`config.mk`:
```
export PLATFORM = sky130hd
export DESIGN_NAME = peb_bridge
export DESIGN_NICKNAME = d
export VERILOG_FILES = /design/src/peb_copy_engine.v /design/src/peb_bridge.v
export VERILOG_INCLUDE_DIRS = /design/src /design/src/src
export SDC_FILE = /design/constraint.sdc
export NUM_CORES = 2
export LEC_CHECK = 0
export BUFFER_PORTS_ARGS = -buffer_cell sky130_fd_sc_hd__buf_2
export CAP_MARGIN = 20
export CORE_ASPECT_RATIO = 0.9
export CORE_UTILIZATION = 35
export CTS_BUF_LIST = sky130_fd_sc_hd__clkbuf_16
export DETAILED_ROUTE_END_ITERATION = 10
export SETUP_SLACK_MARGIN = 0.3
export SYNTH_ARGS = -nofsm -noshare
export SYNTH_HDL_FRONTEND = slang
export SYNTH_SLANG_ARGS = --single-unit
```
`constraint.sdc`:
```
create_clock -name mclk -period 47.6 [get_ports mclk]
set_clock_uncertainty 0.15 [all_clocks]
set_input_delay 11.9 -clock mclk [delete_from_list [all_inputs] [get_ports mclk]]
set_output_delay 11.9 -clock mclk [all_outputs]
set_load 0.05 [all_outputs]
```
`src/peb_regs.vh`:
```
// Constants of the link-to-local-bus bridge and its copy engine.
// Assumes inclusion by bare name from the bridge design files.
`ifndef PEB_REGS_VH
`define PEB_REGS_VH

// Register byte offsets on APB
`define PEB_A_DMACTL 8'h04
`define PEB_A_DMASRC 8'h08
`define PEB_A_DMADST 8'h0C
`define PEB_A_DMALEN 8'h10
`define PEB_A_DMASTA 8'h14
`define PEB_A_BRCTL 8'h20
`define PEB_A_INTSTA 8'h24
`define PEB_A_INTMSK 8'h28

// Bridge control fields and the value software loads
`define PEB_BRCTL_BME 8
`define PEB_BRCTL_BAR0 16
`define PEB_BRCTL_BAR1 17
`define PEB_BRCTL_VALUE 32'h003F0107
`define PEB_BRCTL_RST 32'h00000000

// Copy engine status
`define PEB_BUSY_BIT 30
`define PEB_BUSY_MASK 32'h40000000

// Interrupt status bits
`define PEB_INT_DONE 0
`define PEB_INT_UR 1

// Inbound window translation bases
`define PEB_XLAT0 32'hFFFF0000
`define PEB_XLAT1 32'h00000000

// Packet header codes
`define PEB_TYPE_MEM 5'h00
`define PEB_TYPE_CFG0 5'h04
`define PEB_TYPE_CPL 5'h0A
`define PEB_FMT_CPLD 2'h2
`define PEB_FMT_CPL 2'h0
`define PEB_LEN_MAX 11'h400

// Configuration header register numbers
`define PEB_CFG_ID 10'h000
`define PEB_CFG_CMD 10'h001
`define PEB_CFG_BAR0L 10'h004
`define PEB_CFG_BAR0H 10'h005
`define PEB_CFG_BAR1 10'h006
`define PEB_BAR64_TYPE 4'h4
`define PEB_BAR32_TYPE 4'h0

`endif

```
`src/peb_copy_engine.v`:
```
// Central copy engine: moves a programmed byte count from source to destination.
// Assumes the bridge top forwards APB writes and arbitrates its local bus requests.
`timescale 1ns/1ns
module peb_copy_engine
(
	input wire mclk,
	input wire sys_rst,
	input wire regWrite,
	input wire [7:0] regAddr,
	input wire [31:0] regWdata,
	output reg [31:0] ctrl,
	output reg [31:0] srcAddr,
	output reg [31:0] dstAddr,
	output reg [31:0] lenBytes,
	output reg busy,
	output reg donePulse,
	output reg busReq,
	output reg busWe,
	output reg [31:0] busAddr,
	output reg [31:0] busWdata,
	input wire busAck,
	input wire [31:0] busRdata
);
`include "peb_regs.vh"

	reg [29:0] wordsLeft;
	reg [31:0] rdPtr;
	reg [31:0] wrPtr;

	// -----------------------------------------------------------------
	// Registers and copy sequence
	// -----------------------------------------------------------------
	always @(posedge mclk or posedge sys_rst)
	begin
		if (sys_rst)
		begin
			ctrl <= 32'h00000000;
			srcAddr <= 32'h00000000;
			dstAddr <= 32'h00000000;
			lenBytes <= 32'h00000000;
			busy <= 1'b0;
			donePulse <= 1'b0;
			busReq <= 1'b0;
			busWe <= 1'b0;
			busAddr <= 32'h00000000;
			busWdata <= 32'h00000000;
			wordsLeft <= 30'h00000000;
			rdPtr <= 32'h00000000;
			wrPtr <= 32'h00000000;
		end
		else
		begin
			donePulse <= 1'b0;
			// Register writes; address and length are locked while busy
			if (regWrite && !busy)
			begin
				case (regAddr)
					`PEB_A_DMACTL: ctrl <= regWdata;
					`PEB_A_DMASRC: srcAddr <= regWdata;
					`PEB_A_DMADST: dstAddr <= regWdata;
					`PEB_A_DMALEN:
					begin
						// Writing a nonzero length starts the copy
						lenBytes <= regWdata;
						if (regWdata != 32'h00000000)
						begin
							busy <= 1'b1;
							wordsLeft <= regWdata[31:2] + {29'h0, |regWdata[1:0]};
							rdPtr <= srcAddr + 32'h00000004;
							wrPtr <= dstAddr;
							busReq <= 1'b1;
							busWe <= 1'b0;
							busAddr <= srcAddr;
						end
					end
					default: ;
				endcase
			end
			// Alternate read at source and write at destination
			if (busy && busReq && busAck)
			begin
				if (!busWe)
				begin
					busWe <= 1'b1;
					busWdata <= busRdata;
					busAddr <= wrPtr;
					wrPtr <= wrPtr + 32'h00000004;
				end
				else if (wordsLeft == 30'h00000001)
				begin
					busReq <= 1'b0;
					busWe <= 1'b0;
					busy <= 1'b0;
					donePulse <= 1'b1;
					wordsLeft <= 30'h00000000;
				end
				else
				begin
					busWe <= 1'b0;
					busAddr <= rdPtr;
					rdPtr <= rdPtr + 32'h00000004;
					wordsLeft <= wordsLeft - 30'h00000001;
				end
			end
		end
	end
endmodule

```
`src/peb_bridge.v`:
```
// Endpoint bridge: inbound packets to local bus windows, config header, APB registers.
// Assumes the packet stream and APB run on mclk; local bus holds ack for one cycle.
//
// Summary of operation
// - Window hits translate to BRAM or DDR base.
// - Control value enables mastering and base windows.
// - Request length counts doublewords, zero means 1024.
// - A memory read that hits a window returns a completion with data; a miss returns none.
// - Config payload byte order swapped versus addresses.
// - Accept type-0 config read of one doubleword.
// - Engine copies from source to destination address.
// - Engine status shows busy at bit 30.
// - Nonzero length write starts copy; software waits idle.
// - Window 0 is 64-bit at registers 4 and 5.
`timescale 1ns/1ns
module peb_bridge
#(
	parameter BAR0_BITS = 16,
	parameter BAR1_BITS = 28,
	parameter [15:0] VENDOR_CODE = 16'h1234, // Arbitrary value
	parameter [15:0] DEVICE_CODE = 16'h5678 // Arbitrary value
)
(
	input wire mclk,
	input wire sys_rst,
	input wire psel,
	input wire penable,
	input wire pwrite,
	input wire [7:0] paddr,
	input wire [31:0] pwdata,
	output reg [31:0] prdata,
	output reg pready,
	output reg pslverr,
	input wire rxValid,
	input wire [31:0] rxData,
	output reg rxReady,
	output reg txValid,
	output reg [31:0] txData,
	output reg txSop,
	output reg txEop,
	input wire txReady,
	output reg locReq,
	output reg locWe,
	output reg [31:0] locAddr,
	output reg [31:0] locWdata,
	input wire locAck,
	input wire [31:0] locRdata,
	output reg irq
);
`include "peb_regs.vh"

	localparam S_IDLE = 4'd0;
	localparam S_HDR = 4'd1;
	localparam S_DISP = 4'd2;
	localparam S_WDATA = 4'd3;
	localparam S_WBUS = 4'd4;
	localparam S_CHDR = 4'd5;
	localparam S_RBUS = 4'd6;
	localparam S_RSEND = 4'd7;
	localparam S_CFGW = 4'd8;
	localparam S_DROP = 4'd9;
	localparam S_DMA = 4'd10;
	localparam [31:0] MASK0 = (32'h1 << BAR0_BITS) - 32'h1;
	localparam [31:0] MASK1 = (32'h1 << BAR1_BITS) - 32'h1;

	reg [3:0] state;
	reg [1:0] cnt;
	reg [31:0] hdr0;
	reg [31:0] hdr1;
	reg [31:0] hdr2;
	reg [31:0] hdr3;
	reg [10:0] remaining;
	reg cplData;
	reg cplCfg;
	reg [31:0] cfgWord;
	reg [31:0] brCtl;
	reg [15:0] cmd;
	reg [31:0] bar0Lo;
	reg [31:0] bar0Hi;
	reg [31:0] bar1;
	reg [1:0] intSta;
	reg [1:0] intMask;
	reg urEvent;
	wire [31:0] dmaCtrl;
	wire [31:0] dmaSrc;
	wire [31:0] dmaDst;
	wire [31:0] dmaLen;
	wire dmaBusy;
	wire dmaDone;
	wire dmaReq;
	wire dmaWe;
	wire [31:0] dmaAddr;
	wire [31:0] dmaWdata;
	wire dmaAckIn;

	// Byte reversal between config payload and register value
	function [31:0] swap32;
		input [31:0] v;
		begin
			swap32 = {v[7:0], v[15:8], v[23:16], v[31:24]};
		end
	endfunction

	// Header decode of the captured request
	wire rxTake = rxValid & rxReady;
	wire txTake = txValid & txReady;
	wire [1:0] fmt = hdr0[30:29];
	wire [4:0] typ = hdr0[28:24];
	wire [10:0] lenDw = (hdr0[9:0] == 10'h000) ? `PEB_LEN_MAX : {1'b0, hdr0[9:0]};
	wire [63:0] reqAddr = fmt[0] ? {hdr2, hdr3} : {32'h00000000, hdr2};
	wire [63:0] bar0Full = {bar0Hi, bar0Lo};
	wire [63:0] bar1Full = {32'h00000000, bar1};
	wire [9:0] cfgReg = hdr2[11:2];
	wire hit0 = brCtl[`PEB_BRCTL_BAR0] && (reqAddr[63:BAR0_BITS] == bar0Full[63:BAR0_BITS]);
	wire hit1 = brCtl[`PEB_BRCTL_BAR1] && (reqAddr[63:BAR1_BITS] == bar1Full[63:BAR1_BITS]);
	wire [31:0] xlatAddr = hit0 ? (`PEB_XLAT0 | (reqAddr[31:0] & MASK0)) :
		(`PEB_XLAT1 | (reqAddr[31:0] & MASK1));
	wire [31:0] rxSwapped = swap32(rxData); // Config payload in register order

	// Config header read value
	reg [31:0] cfgRead;
	always @*
	begin
		case (cfgReg)
			`PEB_CFG_ID: cfgRead = {DEVICE_CODE, VENDOR_CODE};
			`PEB_CFG_CMD: cfgRead = {16'h0000, cmd};
			`PEB_CFG_BAR0L: cfgRead = {bar0Lo[31:4], `PEB_BAR64_TYPE};
			`PEB_CFG_BAR0H: cfgRead = bar0Hi;
			`PEB_CFG_BAR1: cfgRead = {bar1[31:4], `PEB_BAR32_TYPE};
			default: cfgRead = 32'h00000000;
		endcase
	end

	// Completion header words
	wire [31:0] cplDw1 = {16'h0000, 4'h0, hdr0[9:0], 2'b00};
	wire [31:0] cplDw2 = {hdr1[31:16], hdr1[15:8], 1'b0, (cplCfg ? 7'h00 : reqAddr[6:0])};

	// APB access that completes in this cycle
	wire apbDone = psel & penable & pready;
	wire apbWr = apbDone & pwrite;
	wire mapped = (paddr == `PEB_A_DMACTL) || (paddr == `PEB_A_DMASRC) || (paddr == `PEB_A_DMADST) ||
		(paddr == `PEB_A_DMALEN) || (paddr == `PEB_A_DMASTA) || (paddr == `PEB_A_BRCTL) ||
		(paddr == `PEB_A_INTSTA) || (paddr == `PEB_A_INTMSK);
	assign dmaAckIn = (state == S_DMA) & locAck;

	peb_copy_engine u_copy
	(
		.mclk(mclk),
		.sys_rst(sys_rst),
		.regWrite(apbWr),
		.regAddr(paddr),
		.regWdata(pwdata),
		.ctrl(dmaCtrl),
		.srcAddr(dmaSrc),
		.dstAddr(dmaDst),
		.lenBytes(dmaLen),
		.busy(dmaBusy),
		.donePulse(dmaDone),
		.busReq(dmaReq),
		.busWe(dmaWe),
		.busAddr(dmaAddr),
		.busWdata(dmaWdata),
		.busAck(dmaAckIn),
		.busRdata(locRdata)
	);

	// -----------------------------------------------------------------
	// APB slave, control and interrupt registers
	// -----------------------------------------------------------------
	always @(posedge mclk or posedge sys_rst)
	begin
		if (sys_rst)
		begin
			pready <= 1'b0;
			prdata <= 32'h00000000;
			pslverr <= 1'b0;
			brCtl <= `PEB_BRCTL_RST;
			intSta <= 2'b00;
			intMask <= 2'b00;
			irq <= 1'b0;
		end
		else
		begin
			// One wait state: ready on the second access cycle
			pready <= psel & penable & ~pready;
			pslverr <= psel & penable & ~pready & ~mapped;
			if (psel & penable & ~pready)
			begin
				case (paddr)
					`PEB_A_DMACTL: prdata <= dmaCtrl;
					`PEB_A_DMASRC: prdata <= dmaSrc;
					`PEB_A_DMADST: prdata <= dmaDst;
					`PEB_A_DMALEN: prdata <= dmaLen;
					`PEB_A_DMASTA: prdata <= dmaBusy ? `PEB_BUSY_MASK : 32'h00000000;
					`PEB_A_BRCTL: prdata <= brCtl;
					`PEB_A_INTSTA: prdata <= {30'h0, intSta};
					`PEB_A_INTMSK: prdata <= {30'h0, intMask};
					default: prdata <= 32'h00000000;
				endcase
			end
			if (apbWr && paddr == `PEB_A_BRCTL)
				brCtl <= pwdata;
			if (apbWr && paddr == `PEB_A_INTMSK)
				intMask <= pwdata[1:0];
			// Write one clears; a same-cycle event wins
			intSta[`PEB_INT_DONE] <= dmaDone |
				(intSta[`PEB_INT_DONE] & ~(apbWr && paddr == `PEB_A_INTSTA && pwdata[`PEB_INT_DONE]));
			intSta[`PEB_INT_UR] <= urEvent |
				(intSta[`PEB_INT_UR] & ~(apbWr && paddr == `PEB_A_INTSTA && pwdata[`PEB_INT_UR]));
			irq <= |(intSta & intMask);
		end
	end

	// -----------------------------------------------------------------
	// Inbound request engine and local bus owner
	// -----------------------------------------------------------------
	always @(posedge mclk or posedge sys_rst)
	begin
		if (sys_rst)
		begin
			state <= S_IDLE;
			cnt <= 2'd0;
			hdr0 <= 32'h00000000;
			hdr1 <= 32'h00000000;
			hdr2 <= 32'h00000000;
			hdr3 <= 32'h00000000;
			remaining <= 11'h000;
			cplData <= 1'b0;
			cplCfg <= 1'b0;
			cfgWord <= 32'h00000000;
			cmd <= 16'h0000;
			bar0Lo <= 32'h00000000;
			bar0Hi <= 32'h00000000;
			bar1 <= 32'h00000000;
			urEvent <= 1'b0;
			rxReady <= 1'b0;
			txValid <= 1'b0;
			txData <= 32'h00000000;
			txSop <= 1'b0;
			txEop <= 1'b0;
			locReq <= 1'b0;
			locWe <= 1'b0;
			locAddr <= 32'h00000000;
			locWdata <= 32'h00000000;
		end
		else
		begin
			urEvent <= 1'b0;
			case (state)
				S_IDLE:
				begin
					if (rxTake)
					begin
						hdr0 <= rxData;
						cnt <= 2'd1;
						state <= S_HDR;
					end
					else if (dmaReq && brCtl[`PEB_BRCTL_BME])
					begin
						rxReady <= 1'b0;
						locReq <= 1'b1;
						locWe <= dmaWe;
						locAddr <= dmaAddr;
						locWdata <= dmaWdata;
						state <= S_DMA;
					end
					else
						rxReady <= 1'b1;
				end
				S_HDR:
				begin
					if (rxTake)
					begin
						case (cnt)
							2'd1: hdr1 <= rxData;
							2'd2: hdr2 <= rxData;
							default: hdr3 <= rxData;
						endcase
						cnt <= cnt + 2'd1;
						if (cnt == 2'd3 || (cnt == 2'd2 && !hdr0[29]))
						begin
							rxReady <= 1'b0;
							state <= S_DISP;
						end
					end
				end
				S_DISP:
				begin
					remaining <= lenDw;
					cplCfg <= 1'b0;
					cnt <= 2'd0;
					if (typ == `PEB_TYPE_CFG0 && fmt == 2'b00 && hdr0[9:0] == 10'h001)
					begin
						cplData <= 1'b1;
						cplCfg <= 1'b1;
						cfgWord <= swap32(cfgRead);
						state <= S_CHDR;
					end
					else if (typ == `PEB_TYPE_CFG0 && fmt == 2'b10 && hdr0[9:0] == 10'h001)
					begin
						rxReady <= 1'b1;
						state <= S_CFGW;
					end
					else if (typ == `PEB_TYPE_MEM && fmt[1] && (hit0 || hit1))
					begin
						locAddr <= xlatAddr;
						rxReady <= 1'b1;
						state <= S_WDATA;
					end
					else if (typ == `PEB_TYPE_MEM && !fmt[1] && (hit0 || hit1))
					begin
						cplData <= 1'b1;
						locAddr <= xlatAddr;
						state <= S_CHDR;
					end
					else
					begin
						urEvent <= 1'b1;
						rxReady <= 1'b1;
						state <= fmt[1] ? S_DROP : S_IDLE;
					end
					if (state == S_DISP && (typ != `PEB_TYPE_CFG0 || fmt != 2'b10) &&
						((typ == `PEB_TYPE_CFG0 && fmt == 2'b00 && hdr0[9:0] == 10'h001) ||
						(typ == `PEB_TYPE_MEM && !fmt[1] && (hit0 || hit1))))
					begin
						txValid <= 1'b1;
						txSop <= 1'b1;
						txData <= {1'b0, `PEB_FMT_CPLD, `PEB_TYPE_CPL, 14'h0000, hdr0[9:0]};
					end
				end
				S_CFGW:
				begin
					if (rxTake)
					begin
						// Payload arrives byte reversed against the register value
						case (cfgReg)
							`PEB_CFG_CMD: cmd <= rxSwapped[15:0];
							`PEB_CFG_BAR0L: bar0Lo <= swap32(rxData) & ~MASK0;
							`PEB_CFG_BAR0H: bar0Hi <= swap32(rxData);
							`PEB_CFG_BAR1: bar1 <= swap32(rxData) & ~MASK1;
							default: ;
						endcase
						rxReady <= 1'b0;
						cplData <= 1'b0;
						txValid <= 1'b1;
						txSop <= 1'b1;
						txData <= {1'b0, `PEB_FMT_CPL, `PEB_TYPE_CPL, 14'h0000, hdr0[9:0]};
						state <= S_CHDR;
					end
				end
				S_CHDR:
				begin
					if (txTake)
					begin
						txSop <= 1'b0;
						cnt <= cnt + 2'd1;
						if (cnt == 2'd0)
							txData <= cplDw1;
						else if (cnt == 2'd1)
						begin
							txData <= cplDw2;
							txEop <= !cplData; // Header ends a completion without data
						end
						else if (!cplData)
						begin
							txValid <= 1'b0;
							txEop <= 1'b0;
							rxReady <= 1'b1;
							state <= S_IDLE;
						end
						else if (cplCfg)
						begin
							txData <= cfgWord;
							txEop <= 1'b1;
							remaining <= 11'h001;
							state <= S_RSEND;
						end
						else
						begin
							txValid <= 1'b0;
							locReq <= 1'b1;
							locWe <= 1'b0;
							state <= S_RBUS;
						end
					end
				end
				S_RBUS:
				begin
					if (locAck)
					begin
						locReq <= 1'b0;
						txValid <= 1'b1;
						txData <= locRdata;
						txEop <= (remaining == 11'h001);
						state <= S_RSEND;
					end
				end
				S_RSEND:
				begin
					if (txTake)
					begin
						txValid <= 1'b0;
						txEop <= 1'b0;
						if (remaining == 11'h001)
						begin
							rxReady <= 1'b1;
							state <= S_IDLE;
						end
						else
						begin
							remaining <= remaining - 11'h001;
							locAddr <= locAddr + 32'h00000004;
							locReq <= 1'b1;
							state <= S_RBUS;
						end
					end
				end
				S_WDATA:
				begin
					if (rxTake)
					begin
						rxReady <= 1'b0;
						locReq <= 1'b1;
						locWe <= 1'b1;
						locWdata <= rxData;
						state <= S_WBUS;
					end
				end
				S_WBUS:
				begin
					if (locAck)
					begin
						locReq <= 1'b0;
						locWe <= 1'b0;
						locAddr <= locAddr + 32'h00000004;
						remaining <= remaining - 11'h001;
						rxReady <= 1'b1;
						state <= (remaining == 11'h001) ? S_IDLE : S_WDATA;
					end
				end
				S_DROP:
				begin
					if (rxTake)
					begin
						remaining <= remaining - 11'h001;
						if (remaining == 11'h001)
							state <= S_IDLE;
					end
				end
				S_DMA:
				begin
					if (locAck)
					begin
						locReq <= 1'b0;
						locWe <= 1'b0;
						rxReady <= 1'b1;
						state <= S_IDLE;
					end
				end
				default:
				begin
					state <= S_IDLE;
				end
			endcase
		end
	end
endmodule

```
### Word level (Yosys, flattened, before mapping)

Cells that the tools add are included.

* input bits: 112
* flip-flop bits (word level): 710

* bitwise operators: 19
* equality and inequality tests: 72
* mux-type cells: 175
* reductions and logical operators: 93
* add/sub/neg operators: 8

Operators by type and width (number)
* 32-bit two-way mux: 38
* 32-bit case mux with 4 select lines: 2
* 32-bit case mux with 8 select lines: 1
* 30-bit two-way mux: 6
* 32-bit case mux with 5 select lines: 1
* 32-bit by 3-bit adder with 32-bit output, second input constant: 4
* 11-bit two-way mux: 10
* 4-bit two-way mux: 20
* 1-bit two-way mux: 77
* 64-bit two-way mux: 1
* 32-bit case mux with 2 select lines: 1
* 11-bit case mux with 5 select lines: 1
* 2-bit != test, second input constant: 25
* 48-bit == test: 1
* 4-bit case mux with 11 select lines: 1
* 36-bit by 4-bit == test with 1-bit output: 1
* 32-bit nonzero test: 1
* 31-bit two-way mux: 1
* 30-bit by 1-bit adder with 30-bit output: 1
* 10-bit by 3-bit == test with 1-bit output, second input constant: 3
* 30-bit by 1-bit == test with 1-bit output, second input constant: 1
* 30-bit by 1-bit subtractor with 30-bit output, second input constant: 1
* 14-bit AND reduction: 2
* 8-bit by 6-bit == test with 1-bit output, second input constant: 3
* 54 further kinds: 164

### Depth between registers and ports, before layout

* depth in word-level cells: 10
* mapped depth: 14
* gate-level depth less buffers: 11

### Cells and area by module

From an unflattened synthesis, not the netlist that was laid out.

* cell total of the unflattened synthesis: 3625
* area total of the unflattened synthesis: 35586.6 um2

By module, submodules not included
* peb_bridge: cells an instance 2133, instances 1, area an instance 20762.4 um2, seq. area each 9959.6 um2
* peb_copy_engine: cells an instance 1492, instances 1, area an instance 14824.2 um2, seq. area each 7257.0 um2

### Worst setup path after synthesis

OpenSTA, ideal clock, no wires.

* path kind: input -> register
* start: in paddr[1]
* end: reg u_copy.wordsLeft[26]
* path buffers: 4
* arrival: 14.065 ns
* stages: 12
* slack: 33.243 ns
* data required time: 47.308 ns
* library setup time: 0.142 ns
* path through: nor4_1 -> and4b_1 -> buf_2 -> nand2_1 -> or2_1 -> clkbuf_1 -> buf_2 -> nand2_1 -> clkbuf_1 -> o21ai_0 -> nand2_1 -> o221ai_1

* cells in the longest elaborated chain, start to end: 5

Ends and longest elaborated chain
* from (decl): RTL line peb_bridge.v:29 `input wire [7:0] paddr,`
* 8-bit by 5-bit == test with 1-bit output *: RTL line peb_copy_engine.v:57 `case (regAddr)`
* 30-bit two-way mux *: RTL line peb_copy_engine.v:57
* 30-bit two-way mux *: RTL line peb_copy_engine.v:55 `if (regWrite && !busy)`
* 30-bit two-way mux: RTL line peb_copy_engine.v:82 `if (!busWe)`
* 30-bit two-way mux *: RTL line peb_copy_engine.v:80 `if (busy && busReq && busAck)`
* to (signal assigned): RTL line peb_copy_engine.v:68 `wordsLeft <= regWdata[31:2] + {29'h0, |regWdata[1:0]};`
* to (signal assigned): RTL line peb_copy_engine.v:102 `wordsLeft <= wordsLeft - 30'h00000001;`
* to (decl): RTL line peb_copy_engine.v:26 `reg [29:0] wordsLeft;`

Mark *: on every way between the ends. The rest lies on a longest branch, timed or not.
A chain may end at the register's enable or synchronous reset.

### Final worst setup path

* start: in pwdata[27]
* end: reg u_copy.rdPtr[6]

* cells in the longest elaborated chain, start to end: 7

Ends and longest elaborated chain
* from (decl): RTL line peb_bridge.v:30 `input wire [31:0] pwdata,`
* 32-bit nonzero test *: RTL line peb_copy_engine.v:65 `if (regWdata != 32'h00000000)`
* 32-bit two-way mux *: RTL line peb_copy_engine.v:65
* 32-bit two-way mux *: RTL line peb_copy_engine.v:57
* 32-bit two-way mux *: RTL line peb_copy_engine.v:55
* 32-bit two-way mux: RTL line peb_copy_engine.v:89 `else if (wordsLeft == 30'h00000001)`
* 32-bit two-way mux: RTL line peb_copy_engine.v:82
* 32-bit two-way mux *: RTL line peb_copy_engine.v:80
* to (signal assigned): RTL line peb_copy_engine.v:69 `rdPtr <= srcAddr + 32'h00000004;`
* to (signal assigned): RTL line peb_copy_engine.v:101 `rdPtr <= rdPtr + 32'h00000004;`
* to (decl): RTL line peb_copy_engine.v:27 `reg [31:0] rdPtr;`

Marks and branches as above.

==> metrics.md <==
| Metric | Value |
|---|---|
| Run status | `complete, no violations` |
| Vias | `29200` |
| CP startpoint kind | `input port` |
| Minimum setup slack after placement | `31.79 ns` |
| Vertical die dimension | `305.0 um` |
| Via count of the first global-routing pass | `27800` |
| Commonest cells in the netlist | `sky130_fd_sc_hd__dfrtp_1 (688), sky130_fd_sc_hd__nand2_1 (391), sky130_fd_sc_hd__mux2_2 (344)` |
| H-tree Lvls | `3` |
| Area share of the largest cell type after synthesis | `0.4821` |
| Hold-fix buffers, CTS | `0` |
| Count of routing violations after the opening detailed-route iteration | `3030` |
| Area Growth Syn to Fin | `14.17%` |
| Area enclosed by the die boundary | `0.1033 mm^2` |
| Number of flops mapped to enable cells by yosys | `0` |
| First-pass iteration count of the detailed router | `9` |
| Arrival time at the worst endpoint | `15.67 ns` |
| Setup repair after global routing missed its margin | `no` |
| Floorplan die width | `338.7 um` |
| Hold_sp | `u_copy.donePulse` |
| Reg-to-reg startpoint | `hdr0[29]` |
| Max-slew headroom | `0.3227` |
| Count of instances resized after the clock tree is built | `0` |
| Setup TNS | `0 ns` |
| Total placed cells including tap cells | `4964` |
| Buffer type at the clock tree root | `sky130_fd_sc_hd__clkbuf_16` |
| M1 WL | `52.81 mm` |
| Filler cells | `9844` |
| # port buffers | `248` |
| Std cell rows | `110` |
| Clock transition time at the flip-flop clock pins of the worst setup and hold paths | `0.05 ns` |
| PwrDens | `48.87 mW/mm^2` |
| CP startpoint | `pwdata[27]` |
| Last weighted congestion value of the routability-driven placer | `0.9110` |
| CTS tree | `yes` |
| Global-route wire length before repair | `178.2 mm` |
| Average footprint of a synthesized cell | `10.04 um^2` |
| Async set-reset flop share out of synthesis | `1.000` |
| Fraction of final layout cells sized beyond drive strength 1 | `0.2120` |
| Pin count of the biggest net entering global routing | `158` |
| # clock sinks | `688` |
| Register bit total from synthesis | `688` |
| Type of the tightest min-delay check | `reg -> reg` |
| Post-route non-filler standard cell count | `5112` |
| DR WL/cell | `22.85 um` |
| Most instantiated library cell after synthesis | `sky130_fd_sc_hd__dfrtp_1` |
| Synth Cell Area | `0.03571 mm^2` |
| Required time at the endpoint of the critical path | `47.95 ns` |
| Worst Path Class, Setup | `in -> reg` |
| Met3 wirelength from detailed routing | `8.998 mm` |
| Number of primary I/O pins | `249` |
| Peak supply drop | `0.00002584 V` |
| Terminating pin of the worst hold path | `intSta[0]` |
| Setup crit end kind | `register` |
| Sequential-to-total area share from yosys stat | `0.4821` |
| Worst-margin pin slew | `1.012 ns` |
| Starting density of the core | `0.3549` |
| Final nets | `3829` |
| Worst-path maximum fanout | `63` |
| Maxcap violations | `0` |
| Worst-skew pair later-pin latency | `0.66 ns` |
| Post-detailed-route DRC marker count | `0` |
| DRT antenna net count | `0` |
| Flop-to-flop setup slack | `42.80 ns` |
| Top post-synthesis cells by area | `sky130_fd_sc_hd__dfrtp_1 (48%), sky130_fd_sc_hd__mux2_2 (11%), sky130_fd_sc_hd__nand2_1 (4.1%), sky130_fd_sc_hd__mux2i_1 (3.6%), sky130_fd_sc_hd__nor2_1 (3.0%)` |
| Post-layout minimum cycle time | `15.31 ns` |
| Post-route clock period utilization | `0.3217` |
| Post-DP HPWL | `82.49 mm` |
| Most used DFF post-synth | `sky130_fd_sc_hd__dfrtp_1` |
| Cts bufs inserted | `79` |
| Reg-to-reg endpoint | `txData[21]` |
| Overall routed net length | `116.8 mm` |
| Synth Warn # | `0` |
| Global-route congestion overflow total | `0` |
| Logic depth of the worst register-to-register path | `10` |
| Crit path setup slack, layout | `32.29 ns` |
| Cell count of the worst hold path | `1` |
| Achievable Freq | `65.31 MHz` |
| Final hold violations | `0` |
| Antenna violations before repair | `9` |
| Top cell type by total area after synthesis | `sky130_fd_sc_hd__dfrtp_1` |
| Core Box Area | `0.1006 mm^2` |
| Post-Syn Nets | `3682` |
| Maximum count of clock buffers along a single path | `3` |
| Count of different cell masters after synthesis | `87` |
| Top layer in use | `met5` |
| Post-CTS setup buffer count | `0` |
| Post-Synthesis Cells | `3556` |
| Final-report setup violation count | `0` |
| Pins over their slew limit | `0` |
| Leakage power | `18.81 nW` |
| Detail Route met2 WL | `52.64 mm` |
| DR vias/cell | `5.712` |
| GRT Resource Usage Total | `0.2217` |
## cell families after synthesis
logic type      after synthesis  share of synthesized area
compound gates              850                     0.1549
xor+xnor                    100                    0.02453
fa+ha+maj                    14                   0.004905
buf+inv                     296                    0.03318
flops                       688                     0.4821
mux                         516                     0.1584
simple gates               1092                     0.1419
## cells in the final DEF, fill, tap and decap left out, types with 52 or more instances in the layout
cell / netlist / layout
sky130_fd_sc_hd__buf_4: 1 / 63
sky130_fd_sc_hd__a21oi_1: 185 / 185
sky130_fd_sc_hd__nand3_1: 89 / 88
sky130_fd_sc_hd__o21ai_0: 198 / 198
sky130_fd_sc_hd__buf_2: 13 / 248
sky130_fd_sc_hd__dfrtp_1: 688 / 687
sky130_fd_sc_hd__xnor2_1: 62 / 62
sky130_fd_sc_hd__o21a_1: 59 / 59
sky130_fd_sc_hd__mux2_2: 344 / 344
sky130_fd_sc_hd__nand2_1: 391 / 389
sky130_fd_sc_hd__o21ai_1: 53 / 52
sky130_fd_sc_hd__nor2_1: 285 / 283
sky130_fd_sc_hd__mux2i_1: 127 / 127
sky130_fd_sc_hd__inv_1: 46 / 67
sky130_fd_sc_hd__clkbuf_16: 0 / 79
sky130_fd_sc_hd__nor3_1: 86 / 82
## per-layer routing
metal / track usage / up-vias
met3: 0.04516 / 162
met5: 0 / -
met1: 0.3179 / 14720
li1: - / 13270
met4: 0.05440 / 2
met2: 0.3406 / 1038
## layout make-up
cell class	count	area [um^2]	share of cell area
multi-input combinational	2572	17400	0.4268
sequential	688	17220	0.4223
clock buffer	79	1977	0.04849
timing repair buffer	315	1809	0.04438
tap	1344	1682	0.04125
clock inverter	59	479.2	0.01175
inverter	47	183.9	0.004511
antenna	8	20.02	0.0004910
## critical path: stages
cell and delay, ns:
sky130_fd_sc_hd__buf_2 0.18, sky130_fd_sc_hd__nor4_1 0.84, sky130_fd_sc_hd__nand4_1 0.16, sky130_fd_sc_hd__nor2_1 0.39
sky130_fd_sc_hd__or2_4 0.75, sky130_fd_sc_hd__buf_4 0.62, sky130_fd_sc_hd__nand2_1 0.40, sky130_fd_sc_hd__a21oi_1 0.25
sky130_fd_sc_hd__a311oi_1 0.07
## worst max-delay path by stage
stage	end	depth (start not counted)	slack (ns)
floorplan	bar0Hi[0]	1	16.26
global placement	u_copy.rdPtr[24]	10	31.90
detailed placement	u_copy.rdPtr[24]	10	31.79
CTS	u_copy.rdPtr[24]	10	32.36
global route	u_copy.rdPtr[7]	11	32.03
finish	u_copy.rdPtr[6]	9	32.29
## stage by stage
stage | power, W | util | hold slack (ns) | area [um^2]
floorplan | 0.001203 | - | 0.2544 | 35710
global placement | 0.001401 | 0.3801 | 0.2783 | 38240
finish | 0.001992 | 0.4052 | 0.3019 | 40770
global route | 0.002083 | 0.4051 | 0.3146 | 40760
CTS | 0.001996 | 0.4045 | 0.3079 | 40690
detailed placement | 0.001408 | 0.3801 | 0.2806 | 38240
## report_power, final
group	switching, W	internal, W	total (W)
registers	0.0000839	0.000667	0.000751
logic	0.000436	0.000221	0.000657
clock network	0.000258	0.000326	0.000584
Note: power is estimated with default switching activity, not from simulation.
